[src/design/sec_cfg_pkg.sv]
/*
  Package for the OTP security word and boot status block: register indices,
  field positions, control bits and reset values.
  Assumes one 32-bit AHB-Lite slave port and one OTP read port.
*/
// How it works
// - security bit 0 set: refuse JTAG access to tile state and memory
// - security bit 1 set: refuse processor state access from other tiles
// - security bit 5 set: boot from OTP address 0, skip boot ROM
// - security bit 7 set: enable redundant OTP rows
// - bits 8 to 11 lock sectors 0 to 3 against programming
// - bit 12 set: block all OTP programming, security word included
// - bit 13 set: refuse JTAG reads and writes of the OTP
// - bit 14 set: ignore the global debug request pin
// - bits 15 to 21 have no function, readable as user bits
// - bits 22 to 31 extend the JTAG identification code
// - boot status bits 23:16 report the tile number on the switch
// - boot status bit 8 reads 1 when boot from OTP is enabled
// - boot status bits 7:0 return the sampled boot-mode pins
// - a read-only register holds the security word as loaded
package sec_cfg_pkg;
  // ----------------------------------------------------------------
  // register indices, byte address is four times the index
  // ----------------------------------------------------------------
  localparam logic [7:0] IDX_BOOT_STATUS = 8'h03;
  localparam logic [7:0] IDX_SEC_WORD = 8'h05;
  localparam logic [7:0] IDX_CTRL = 8'h08;
  localparam logic [7:0] IDX_STATUS = 8'h09;
  // ----------------------------------------------------------------
  // security word fields
  // ----------------------------------------------------------------
  localparam int SEC_JTAG_OFF = 0;
  localparam int SEC_LINK_OFF = 1;
  localparam int SEC_BOOT_OTP = 5;
  localparam int SEC_REDUNDANT = 7;
  localparam int SEC_SECTOR_LOCK_LO = 8;
  localparam int SEC_MASTER_LOCK = 12;
  localparam int SEC_JTAG_OTP_OFF = 13;
  localparam int SEC_DEBUG_OFF = 14;
  localparam int SEC_IDEXT_LO = 22;
  localparam int IDEXT_W = 10;
  localparam logic [31:0] SEC_WORD_RESET = 32'h0000_0000;
  // ----------------------------------------------------------------
  // boot status fields
  // ----------------------------------------------------------------
  localparam int BS_TILE_LO = 16;
  localparam int BS_BOOT_OTP = 8;
  // ----------------------------------------------------------------
  // control and status bits
  // ----------------------------------------------------------------
  localparam int CTRL_PROG_ARM = 0;
  localparam int CTRL_RELOAD = 1;
  localparam int ST_LOADED = 0;
  localparam int ST_JTAG_DENY = 1;
  localparam int ST_LINK_DENY = 2;
  localparam int ST_JOTP_DENY = 3;
  localparam int ST_PROG_DENY = 4;
  localparam int OTP_AW = 12;
  localparam logic [OTP_AW-1:0] OTP_SEC_WORD_ADDR = 12'hFFF;
  localparam logic [1:0] HTRANS_NONSEQ = 2'h2;
endpackage

[src/design/sec_word_if.sv]
/*
  Carrier for the loaded security word between the loader and the top.
  Assumes one clock domain.
*/
`timescale 1ns/1ps
interface sec_word_if;
  logic [31:0] word;
  logic loaded;
  logic reload;
  modport loader (output word, output loaded, input reload);
  modport user (input word, input loaded, output reload);
endinterface // sec_word_if

[src/design/access_gate.sv]
/*
  One access gate: a request pulse gives a grant or a deny pulse one cycle later.
  Assumes req is a one-cycle pulse and allow is stable around it.
*/
`timescale 1ns/1ps
module access_gate (
  input wire logic hclk,
  input wire logic hresetn,
  input wire logic req,
  input wire logic allow,
  output logic grant,
  output logic deny
);
  always_ff @(posedge hclk or negedge hresetn) begin
    if (!hresetn) begin
      grant <= 1'b0;
      deny <= 1'b0;
    end else begin
      grant <= req & allow;
      deny <= req & ~allow;
    end
  end
endmodule // access_gate

[src/design/sec_word_loader.sv]
/*
  Reads the security word from OTP after reset or on a reload request.
  Assumes the OTP answers a held read request with one valid pulse.
*/
`timescale 1ns/1ps
module sec_word_loader
  import sec_cfg_pkg::*;
(
  input wire logic hclk,
  input wire logic hresetn,
  sec_word_if.loader sw,
  output logic otp_rd_req,
  output logic [OTP_AW-1:0] otp_rd_addr,
  input wire logic [31:0] otp_rd_data,
  input wire logic otp_rd_valid
);
  typedef enum logic [1:0] {LD_START, LD_WAIT, LD_DONE} ld_state_e;
  ld_state_e state_q;

  assign otp_rd_req = (state_q == LD_WAIT);
  assign otp_rd_addr = OTP_SEC_WORD_ADDR;

  always_ff @(posedge hclk or negedge hresetn) begin
    if (!hresetn) begin
      state_q <= LD_START;
      sw.word <= SEC_WORD_RESET;
      sw.loaded <= 1'b0;
    end else begin
      case (state_q)
        LD_START: begin
          sw.loaded <= 1'b0;
          state_q <= LD_WAIT;
        end
        LD_WAIT: begin
          if (otp_rd_valid) begin
            sw.word <= otp_rd_data;
            sw.loaded <= 1'b1;
            state_q <= LD_DONE;
          end
        end
        LD_DONE: begin
          if (sw.reload) begin
            state_q <= LD_START;
          end
        end
        default: state_q <= LD_START;
      endcase
    end
  end
endmodule // sec_word_loader

[src/design/otp_security_ctrl.sv]
/*
  Security word gating and boot status for one processor tile, with an
  AHB-Lite register slave. Assumes synchronous pins and an OTP read port.
*/
`timescale 1ns/1ps
module otp_security_ctrl
  import sec_cfg_pkg::*;
(
  input wire logic hclk,
  input wire logic hresetn,
  input wire logic hsel,
  input wire logic [31:0] haddr,
  input wire logic [1:0] htrans,
  input wire logic hwrite,
  input wire logic [2:0] hsize,
  input wire logic [31:0] hwdata,
  input wire logic hready,
  output logic hreadyout,
  output logic hresp,
  output logic [31:0] hrdata,
  output logic otp_rd_req,
  output logic [OTP_AW-1:0] otp_rd_addr,
  input wire logic [31:0] otp_rd_data,
  input wire logic otp_rd_valid,
  input wire logic boot_select_pin_0,
  input wire logic boot_select_pin_1,
  input wire logic [5:0] boot_select_pin_hi,
  input wire logic [7:0] tile_number,
  input wire logic jtag_state_req,
  output logic jtag_state_grant,
  output logic jtag_state_deny,
  input wire logic link_state_req,
  output logic link_state_grant,
  output logic link_state_deny,
  input wire logic jtag_otp_req,
  output logic jtag_otp_grant,
  output logic jtag_otp_deny,
  input wire logic otp_prog_req,
  input wire logic [1:0] otp_prog_sector,
  input wire logic otp_prog_sec_word,
  output logic otp_prog_grant,
  output logic otp_prog_deny,
  input wire logic debug_req_n,
  output logic debug_halt,
  output logic boot_release,
  output logic boot_from_otp,
  output logic redundant_rows_en,
  output logic [IDEXT_W-1:0] user_id_code_extension
);
  // ----------------------------------------------------------------
  // security word loader
  // ----------------------------------------------------------------
  sec_word_if sw ();
  logic reload_q;
  assign sw.reload = reload_q;

  sec_word_loader u_loader (
    .hclk(hclk),
    .hresetn(hresetn),
    .sw(sw),
    .otp_rd_req(otp_rd_req),
    .otp_rd_addr(otp_rd_addr),
    .otp_rd_data(otp_rd_data),
    .otp_rd_valid(otp_rd_valid)
  );

  // ----------------------------------------------------------------
  // strap capture after reset release
  // ----------------------------------------------------------------
  logic cap_done_q;
  logic [7:0] boot_pins_q;
  logic [7:0] tile_q;

  always_ff @(posedge hclk or negedge hresetn) begin
    if (!hresetn) begin
      cap_done_q <= 1'b0;
      boot_pins_q <= 8'h00;
      tile_q <= 8'h00;
    end else if (!cap_done_q) begin
      cap_done_q <= 1'b1;
      boot_pins_q <= {boot_select_pin_hi, boot_select_pin_1, boot_select_pin_0};
      tile_q <= tile_number;
    end
  end

  // ----------------------------------------------------------------
  // gate conditions
  // ----------------------------------------------------------------
  logic prog_arm_q;
  logic allow_jtag;
  logic allow_link;
  logic allow_jotp;
  logic allow_prog;
  logic sector_locked;

  assign allow_jtag = sw.loaded & ~sw.word[SEC_JTAG_OFF];
  assign allow_link = sw.loaded & ~sw.word[SEC_LINK_OFF];
  assign allow_jotp = sw.loaded & ~sw.word[SEC_JTAG_OTP_OFF];
  assign sector_locked = ~otp_prog_sec_word &
    sw.word[SEC_SECTOR_LOCK_LO + int'(otp_prog_sector)];
  assign allow_prog = sw.loaded & prog_arm_q & ~sw.word[SEC_MASTER_LOCK] & ~sector_locked;

  access_gate u_gate_jtag (
    .hclk(hclk),
    .hresetn(hresetn),
    .req(jtag_state_req),
    .allow(allow_jtag),
    .grant(jtag_state_grant),
    .deny(jtag_state_deny)
  );

  access_gate u_gate_link (
    .hclk(hclk),
    .hresetn(hresetn),
    .req(link_state_req),
    .allow(allow_link),
    .grant(link_state_grant),
    .deny(link_state_deny)
  );

  access_gate u_gate_jotp (
    .hclk(hclk),
    .hresetn(hresetn),
    .req(jtag_otp_req),
    .allow(allow_jotp),
    .grant(jtag_otp_grant),
    .deny(jtag_otp_deny)
  );

  access_gate u_gate_prog (
    .hclk(hclk),
    .hresetn(hresetn),
    .req(otp_prog_req),
    .allow(allow_prog),
    .grant(otp_prog_grant),
    .deny(otp_prog_deny)
  );

  // ----------------------------------------------------------------
  // boot, debug and word-driven outputs
  // ----------------------------------------------------------------
  // hold boot until loaded
  always_ff @(posedge hclk or negedge hresetn) begin
    if (!hresetn) begin
      boot_release <= 1'b0;
      boot_from_otp <= 1'b0;
      redundant_rows_en <= 1'b0;
      user_id_code_extension <= '0;
    end else begin
      boot_release <= boot_release | sw.loaded;
      boot_from_otp <= sw.loaded & sw.word[SEC_BOOT_OTP];
      redundant_rows_en <= sw.loaded & sw.word[SEC_REDUNDANT];
      user_id_code_extension <= sw.word[SEC_IDEXT_LO +: IDEXT_W];
    end
  end

  always_ff @(posedge hclk or negedge hresetn) begin
    if (!hresetn) begin
      debug_halt <= 1'b0;
    end else begin
      debug_halt <= ~debug_req_n & sw.loaded & ~sw.word[SEC_DEBUG_OFF];
    end
  end

  // ----------------------------------------------------------------
  // ahb-lite slave
  // ----------------------------------------------------------------
  logic addr_ok;
  logic wr_pend_q;
  logic [7:0] wr_idx_q;
  logic [7:0] idx;
  logic [4:0] status_q;
  logic [31:0] rd_mux;

  assign hreadyout = 1'b1;
  assign hresp = 1'b0;
  assign addr_ok = hsel & hready & (htrans == HTRANS_NONSEQ);
  assign idx = haddr[9:2];

  always_comb begin
    rd_mux = 32'h0000_0000;
    case (idx)
      IDX_BOOT_STATUS: begin
        rd_mux[BS_TILE_LO +: 8] = tile_q;
        rd_mux[BS_BOOT_OTP] = boot_from_otp;
        rd_mux[7:0] = boot_pins_q;
      end
      IDX_SEC_WORD: rd_mux = sw.word;
      IDX_CTRL: rd_mux[CTRL_PROG_ARM] = prog_arm_q;
      IDX_STATUS: rd_mux[4:0] = status_q;
      default: rd_mux = 32'h0000_0000;
    endcase
    if (haddr[31:10] != 22'h00_0000) begin
      rd_mux = 32'h0000_0000;
    end
  end

  always_ff @(posedge hclk or negedge hresetn) begin
    if (!hresetn) begin
      hrdata <= 32'h0000_0000;
      wr_pend_q <= 1'b0;
      wr_idx_q <= 8'h00;
    end else begin
      wr_pend_q <= addr_ok & hwrite & (hsize == 3'h2) & (haddr[31:10] == 22'h00_0000);
      if (addr_ok) begin
        wr_idx_q <= idx;
        hrdata <= hwrite ? 32'h0000_0000 : rd_mux;
      end
    end
  end

  // ----------------------------------------------------------------
  // control and sticky status registers
  // ----------------------------------------------------------------
  logic [4:0] status_set;

  always_ff @(posedge hclk or negedge hresetn) begin
    if (!hresetn) begin
      prog_arm_q <= 1'b0;
      reload_q <= 1'b0;
    end else begin
      reload_q <= wr_pend_q & (wr_idx_q == IDX_CTRL) & hwdata[CTRL_RELOAD];
      if (wr_pend_q && wr_idx_q == IDX_CTRL) begin
        prog_arm_q <= hwdata[CTRL_PROG_ARM];
      end
    end
  end

  always_comb begin
    status_set = 5'h00;
    status_set[ST_JTAG_DENY] = jtag_state_deny;
    status_set[ST_LINK_DENY] = link_state_deny;
    status_set[ST_JOTP_DENY] = jtag_otp_deny;
    status_set[ST_PROG_DENY] = otp_prog_deny;
  end

  // write one to clear, a new event wins over the clear
  always_ff @(posedge hclk or negedge hresetn) begin
    if (!hresetn) begin
      status_q <= 5'h00;
    end else begin
      if (wr_pend_q && wr_idx_q == IDX_STATUS) begin
        status_q <= (status_q & ~hwdata[4:0]) | status_set;
      end else begin
        status_q <= status_q | status_set;
      end
      status_q[ST_LOADED] <= sw.loaded;
    end
  end
endmodule // otp_security_ctrl

[config.mk]
export PLATFORM = sky130hd
export DESIGN_NAME = otp_security_ctrl
export DESIGN_NICKNAME = d
export VERILOG_FILES = /design/src/design/sec_cfg_pkg.sv /design/src/design/sec_word_if.sv /design/src/design/access_gate.sv /design/src/design/sec_word_loader.sv /design/src/design/otp_security_ctrl.sv
export SDC_FILE = /design/constraint.sdc
export NUM_CORES = 1
export LEC_CHECK = 0
export ABC_CLOCK_PERIOD_IN_PS = 3350
export BUFFER_PORTS_ARGS = -buffer_cell sky130_fd_sc_hd__clkbuf_2
export CORE_MARGIN = 2
export CORE_UTILIZATION = 35
export DETAILED_ROUTE_END_ITERATION = 10
export MAX_ROUTING_LAYER = met4
export REMOVE_ABC_BUFFERS = 1
export SLEW_MARGIN = 10
export SYNTH_ARGS = -nofsm -noshare
export SYNTH_HDL_FRONTEND = slang
export SYNTH_HIERARCHICAL = 1
export SYNTH_SLANG_ARGS = --single-unit
export TNS_END_PERCENT = 1
[constraint.sdc]
create_clock -name hclk -period 3.35 [get_ports hclk]
set_clock_uncertainty 0.15 [all_clocks]
set_input_delay 0.335 -clock hclk [delete_from_list [all_inputs] [get_ports hclk]]
set_output_delay 0.335 -clock hclk [all_outputs]
set_load 0.05 [all_outputs]
# Word level (Yosys, flattened, before mapping)
# Cells that the tools add are included.
# word_totals
output_inout_bits	69
ff_bits	122
# op_classes
n_bitwise	43
n_eq_ne	12
addsub	1
n_lt_le_gt_ge	1
reduce_logical	9
muxes	17
# ops
cell	n
$mux W32	2
$eq A8 B4 Y1 const B	4
$and A1 B1 Y1	26
$logic_not A22 Y1	1
$reduce_bool A22 Y1	1
$pmux W8 S2	1
$not A1 Y1	12
$pmux W4 S3	1
$or A5 B5 Y5	2
$eq A8 B2 Y1 const B	1
$eq A8 B3 Y1 const B	1
$mux W8	1
$pmux W4 S2	1
$mux W7	1
$lt A5 B6 Y1 const B	1
$pmux W2 S3	1
$reduce_and A2 Y1	3
$add A4 B2 Y5 const A	1
$and A5 B5 Y5	1
$bmux W1 S5	1
$mux W5	1
$not A5 Y5	1
$eq A2 B2 Y1 const B	2
$mux W2	2
other kinds (11)	14

# Logic depth before layout (Yosys ltp)
# Gate-level depths: netlist of the first run.
# depth
word_depth	9
mapped_depth	6
depth_no_buf	4

# By module
# Netlist of the first run, hierarchy kept.
# by_module_without_submodules
module	area_per_inst_um2	cells_each	seq_area_each_um2	instances
otp_security_ctrl	3155.5	241	1976.9	1
sec_word_loader	1530.2	90	875.8	1
access_gate	66.3	4	50.0	4

# Least setup slack after synthesis of the first run
# Ideal clock, no wire load.
# synth_path
kind	input port to flip-flop
start	in haddr[7]
end	reg hrdata[19]
t_required_ns	3.136
arrival_time_ns	2.161
setup_slack_ns	0.975
stages	5
path_buffers	1
cell_sequence	or4_4 -> or4b_4 -> nor4_4 -> buf_6 -> a221o_2
# synth_via
elab_chain_cells	4
# synth_rtl
element	line_no	rtl
start, declared	otp_security_ctrl.sv:12	input wire logic [31:0] haddr,
$eq A8 B3 Y1 or $eq A8 B2 Y1 (tied branches)	otp_security_ctrl.sv:182	case (idx)
$pmux W8 S2 *	otp_security_ctrl.sv:182	
$mux W32 *	otp_security_ctrl.sv:193	if (haddr[31:10] != 22'h00_0000) begin
$mux W32 *	otp_security_ctrl.sv:207	hrdata <= hwrite ? 32'h0000_0000 : rd_mux;
end signal, assigned	otp_security_ctrl.sv:207	
end, declared	otp_security_ctrl.sv:20	output logic [31:0] hrdata,
# Mark *: on every way between the ends. The rest lies on a longest branch, timed or not.
# A chain may end at the register's enable or synchronous reset.

# Worst setup path in the final report of the first run
# Same ends and word-level chain as after synthesis.

==> impl_metrics.yaml, run 1 <==
place:
  hpwl_um: 8270
  io_buffers: 156
  place.gp.congestion: 0.760
worst_setup_path:
  path_max_fanout: 27
  end_kind: "flop"
  worstSetupPathType: "input port to flop"
  start_kind: "input port"
  worstPathArrival_ns: 2.94
  crit_required_ns: 3.54
global_route:
  antenna_found_initial: 0
  globalRouteOverflowTotal: 0
  grt_pass1_vias: 3583
  grt_max_degree: 61
  grt_usage_pct: 17.4
  grt_first_pass_wirelength_um: 18800
clock_tree:
  cts_buffers: 17
  cts-root-buf: "clkbuf_16"
  clk_pin_slew_worst_paths_ns: 0.05
  cts_sinks: 122
  worst_skew_pair.late_latency_ns: 0.40
  cts_tree: "yes"
  cts.repair.resized: 0
  h-tree-depth: 4
  cts_buffer_depth: 2
final_layout:
  nets: 685
  utilization_pct: 49.7
  n_antenna_cell: 0
  drive_gt1_share_pct: 47.0
  area_growth_pct: 38.8
sta:
  relSlewSlack_pct: 45.5
  whs_ns: 0.0186
  finalCritPeriodShare_pct: 82.2
  maxSlewViolCount: 0
  rsz0062_at_grt: "false"
  finalHoldViolations: 0
  tightest_slew_ns: 0.807
  setup_tns_ns: 0
  period_needed_ns: 2.75
  max_freq_ghz: 0.363
  setup-violations-final: 0
route:
  routed_wl_um: 12100
  first_pass_iters: 4
  vias_per_cell: 4.77
  vias: 3558
  drt_iter0_drc: 222
  ant_nets: 0
  wl_per_cell_um: 16.2
  drc: 0
synthesis:
  synth.yosys.seq_area_share_pct: 61.7
  yosysWarnings: 6
  synthTopCellsByArea: "dfrtp_1 62%, mux2_4 8.8%, mux2_2 4.5%"
  ys_seq_elements: 122
  synth-async-reset-ratio_pct: 100
  yosys.area.top_type: "dfrtp_1"
  synth_area_per_cell_um2: 14.3
  synth_commonest_cells: "122 x dfrtp_1, 32 x nand2_1, 29 x mux2_4"
  synth_ff_type: "dfrtp_1"
  yosysTopAreaCellShare_pct: 61.7
  netlist_area_mm2: 0.00495
  synth.most_common_cell: "dfrtp_1"
  synth-edff-count: 0
  syn_inst: 347
  synth_cell_types: 42
floorplanning:
  die-area_mm2: 0.0151
  boundaryPins: 200
  core-area_mm2: 0.0138
  initial_utilization_pct: 35.8
  die_w_um: 123
  rows: 43
  die_h_um: 123
min_path:
  hp-class: "input port to flop"
pwr:
  pwr_density_cell_mw_per_mm2: 751
  p_leak_nw: 3.46
  power_mw: 5.16
  ir_drop_v: 0.000446
outcome:
  status: "completed"
flow_run:
  drv_cap: 0
path summary, 6_finish.rpt:
| path | from | end | slack [ns] | cells after the start |
|---|---|---|---|---|
| worst max-delay path | haddr[7] | hrdata[19] | 0.60 | 7 |
| worst min-delay path | boot_select_pin_hi[3] | boot_pins_q[5] | 0.02 | 2 |
| worst max register to register | u_loader/state_q[1] | u_loader/sw.word[15] | 1.41 | 2 |
| worst min register to register | u_loader/sw.word[27] | user_id_code_extension[5] | 0.25 | 0 |
| max in group asynchronous | hresetn | hrdata[15] | 2.01 | 3 |
| min in group asynchronous | hresetn | u_loader/sw.word[10] | 0.24 | 2 |
critical path, cell delays in order:
cell           delay, ns
dlygate4sd3_1       0.53
clkbuf_2            0.11
or4_4               0.57
or4b_4              0.55
nor4_4              0.20
buf_4               0.40
a221o_2             0.22
cell families (layout without fill, tap and decap cells):
group / count (synthesis) / after routing / synth area share [%]
compound gates: 48 / 48 / 8.42
buf+inv: 30 / 237 / 4.12
flops: 122 / 122 / 61.7
mux: 51 / 51 / 14.0
other cells: 3 / 15 / 0.227
simple gates: 93 / 93 / 11.6
state kept, by name, indices dropped and copies added (netlist names), 2 cells and up:
name / cells
wr_idx_q: 8
status_q: 5
hrdata: 32
user_id_code_extension: 10
u_loader/state_q: 2
boot_pins_q: 8
tile_q: 8
u_loader/sw.word: 32
per-stage QoR:
step / instance area [um2] / worst slack (ns) / instances
finish: 6870 / 0.597 / 746
CTS: 6870 / 0.619 / 746
global placement: 5880 / 0.744 / 676
global route: 6870 / 0.531 / 746
detailed placement: 5880 / 0.734 / 676
floorplan: 4800 / 0.665 / 332
power by group:
part / internal, mW / total, mW / switching (mW)
Sequential: 1.83 / 2.08 / 0.245
Combinational: 0.562 / 1.25 / 0.688
Clock: 1.22 / 1.83 / 0.611
Total: 3.62 / 5.16 / 1.54
layer usage:
metal	vias to the layer above	share of wire [%]	routed length [um]	track usage [%]
met5	-	0	0	-
met1	1768	43	5160	21.4
li1	1643	-	-	-
met4	0	1.2	142	6.18
met2	131	50	6050	27.4
met3	16	6.1	740	5.12
layout by cell type, fill, tap and decap left out, types with 3 or more instances in the layout:
| master | synthesis | final |
|---|---|---|
| and2b_2 | 4 | 4 |
| inv_1 | 3 | 3 |
| dfrtp_1 | 122 | 122 |
| bufinv_16 | 0 | 3 |
| clkbuf_1 | 7 | 4 |
| and2_2 | 4 | 4 |
| dlygate4sd3_1 | 0 | 39 |
| conb_1 | 3 | 15 |
| nor4_1 | 7 | 7 |
| clkbuf_2 | 0 | 155 |
| a221o_2 | 12 | 12 |
| a21o_1 | 4 | 4 |
| a22o_1 | 15 | 15 |
| clkbuf_8 | 0 | 3 |
| clkbuf_16 | 0 | 17 |
| buf_4 | 14 | 8 |
| nor2b_1 | 5 | 5 |
| a222oi_1 | 5 | 5 |
| mux2_4 | 29 | 29 |
| and2_1 | 15 | 15 |
| nand2_1 | 32 | 32 |
| o21ai_0 | 8 | 8 |
| mux2_2 | 20 | 20 |
| nor3b_1 | 3 | 3 |
| nor2_1 | 4 | 4 |
area by class of cell:
type                       instances  area [um2]
fill                            1260        6960
clock buffer                      24         482
tap                              180         225
clock inverter                     7         115
multi-input combinational        207        1740
inverter                           3        11.3
sequential                       122        3050
timing repair buffer             203        1250
repair_timing:
| item | CTS | global route |
|---|---|---|
| buffers inserted | 0 | 0 |
| hold buffers | 39 | 0 |
| hold endpoints to repair | 63 | 0 |
| endpoints found under the setup margin | 0 | 0 |
(Power assumes the default switching activity.)
==> inputs of run 2 (changes only) <==
--- a/config.mk
+++ b/config.mk
@@ -5,7 +5,7 @@
 export SDC_FILE = /design/constraint.sdc
 export NUM_CORES = 1
 export LEC_CHECK = 0
-export ABC_CLOCK_PERIOD_IN_PS = 3350
+export ABC_CLOCK_PERIOD_IN_PS = 2650
 export BUFFER_PORTS_ARGS = -buffer_cell sky130_fd_sc_hd__clkbuf_2
 export CORE_MARGIN = 2
 export CORE_UTILIZATION = 35
==> constraint.sdc (replaced) <==
create_clock -name hclk -period 2.65 [get_ports hclk]
set_clock_uncertainty 0.15 [all_clocks]
set_input_delay 0.265 -clock hclk [delete_from_list [all_inputs] [get_ports hclk]]
set_output_delay 0.265 -clock hclk [all_outputs]
set_load 0.05 [all_outputs]
==> impl_metrics.yaml, run 2 (same netlist as run 1, synthesis figures left out) <==
place:
  place.gp.congestion: 0.767
  io_buffers: 156
  hpwl_um: 8130
  placed_area_mm2: 0.00593
worst_setup_path:
  start_kind: "input port"
  reg2reg_slack_ns: 0.86
  worstPathArrival_ns: 2.75
  crit_required_ns: 2.85
  end_kind: "flop"
  crit_chain: "dlygate4sd3_1, clkbuf_2, or4_4, or4b_4, nor4_4, buf_12, a221o_2"
  rr_endpoint: "u_loader/sw.word[4]"
  critical_path.top_delay_family: "simple AND/OR/NAND/NOR gates"
  path_buf_inv: 3
  path_max_fanout: 27
  reg2reg_from: "u_loader/state_q[1]"
  cp_slowest_cell: "or4_4"
  worstSetupPathType: "input port to flop"
  rr_worst_depth: 3
  crit_path_start: "haddr[7]"
  critPathMaxStageDelay_ns: 0.57
global_route:
  grt_max_degree: 123
  globalRouteOverflowTotal: 0
  grt_first_pass_wirelength_um: 19300
  antenna_found_initial: 0
  grt_pass1_vias: 3861
  grt_usage_pct: 17.7
min_path:
  hold_path_end: "wr_idx_q[0]"
  hold_depth: 3
  hold_path.startpoint: "haddr[2]"
  hp-class: "input port to flop"
route:
  ant_nets: 0
  wl_met1_um: 5350
  drc: 0
  dr_wl_met2_um: 6200
  wl_met3_um: 675
  vias: 3690
  first_pass_iters: 4
  vias_per_cell: 4.74
  routed_wl_um: 12400
  drt_iter0_drc: 221
  highest_layer: "met4"
  wl_per_cell_um: 15.9
pwr:
  p_sw_share_pct: 29.3
  p_int_mw: 4.73
  ir_drop_v: 0.000489
  p_leak_nw: 3.64
  p_sw_mw: 1.96
  power_mw: 6.70
  pwr_density_cell_mw_per_mm2: 922
  power.share.combinational_pct: 24.1
  pwr-share-seq_pct: 39.3
  power.share.clock_pct: 36.6
clock_tree:
  cts_buffer_depth: 2
  h-tree-depth: 4
  cts.repair.resized: 0
  cts_tree: "yes"
  worst_skew_pair.late_latency_ns: 0.41
  cts_buffers: 17
  clk_pin_slew_worst_paths_ns: 0.05
  cts-root-buf: "clkbuf_16"
  cts_sinks: 122
  cts_setup_buffers: 0
  ctsHoldBuffers: 69
floorplanning:
  die_h_um: 123
  initial_utilization_pct: 35.8
  core-area_mm2: 0.0138
  die_w_um: 123
  boundaryPins: 200
  rows: 43
  die-area_mm2: 0.0151
sta:
  tightest_slew_ns: 0.824
  rsz0062_at_grt: "false"
  max_freq_ghz: 0.391
  maxSlewViolCount: 0
  finalCritPeriodShare_pct: 96.5
  setup-violations-final: 0
  setup_tns_ns: 0
  relSlewSlack_pct: 44.4
  finalHoldViolations: 0
  period_needed_ns: 2.56
final_layout:
  n_antenna_cell: 0
  final_cell_area_mm2: 0.00726
  final_common_cell: "clkbuf_2"
  drive_gt1_share_pct: 45.3
  final_cell_mix: "155 x clkbuf_2, 122 x dfrtp_1, 69 x dlygate4sd3_1"
  area_growth_pct: 46.7
  nets: 716
  utilization_pct: 52.5
  largestRegisters: "hrdata (32), u_loader/sw.word (32), user_id_code_extension (10)"
outcome:
  status: "completed"
flow_run:
  drv_cap: 0
[run 2: stage by stage]
step / setup WS, ns / hold slack [ns] / instances
after floorplan: 0.0354 / -0.181 / 332
after global placement: 0.258 / 0.235 / 677
after detailed placement: 0.246 / 0.238 / 677
after CTS: 0.122 / 0.00302 / 778
after global routing: 0.0581 / 0.0316 / 778
final: 0.0919 / 0.0231 / 778
[run 2: how the worst max path moves through the flow]
stage                 end  cells past startpoint
2_1_floorplan  hrdata[16]                      4
3_3_place_gp   hrdata[17]                      6
3_5_place_dp   hrdata[16]                      6
4_1_cts        hrdata[18]                      7
5_1_grt        hrdata[17]                      7
6_report       hrdata[18]                      7
[run 2: worst register-to-register path, stage by stage, from the launching register on]
cell and delay [ns]:
dfrtp_1 0.44, nand3b_4 0.42, buf_12 0.32, mux2_4 0.33
[run 2: power by group through the flow]
stage	Clock [mW]	Sequential (mW)	Combinational [mW]
after floorplan	0	2.99	0.749
after global placement	0	2.63	1.53
after detailed placement	0	2.66	1.55
after CTS	2.51	2.63	1.63
after global routing	2.59	2.70	1.72
final	2.45	2.63	1.62
[run 2: layout make-up]
cell class / count / area, um2
Tap cell: 180 / 225
Multi-Input combinational cell: 207 / 1740
Sequential cell: 122 / 3050
Timing Repair Buffer: 234 / 1590
Clock inverter: 6 / 105
Clock buffer: 26 / 539
Fill cell: 1204 / 6560
Inverter: 3 / 11.3
[run 2: routing by layer]
layer  global-route usage [%]  vias up
met5                        -        -
met4                     6.18        0
met3                     4.24       13
met2                     29.3      127
met1                     21.1     1850
li1                         -     1700
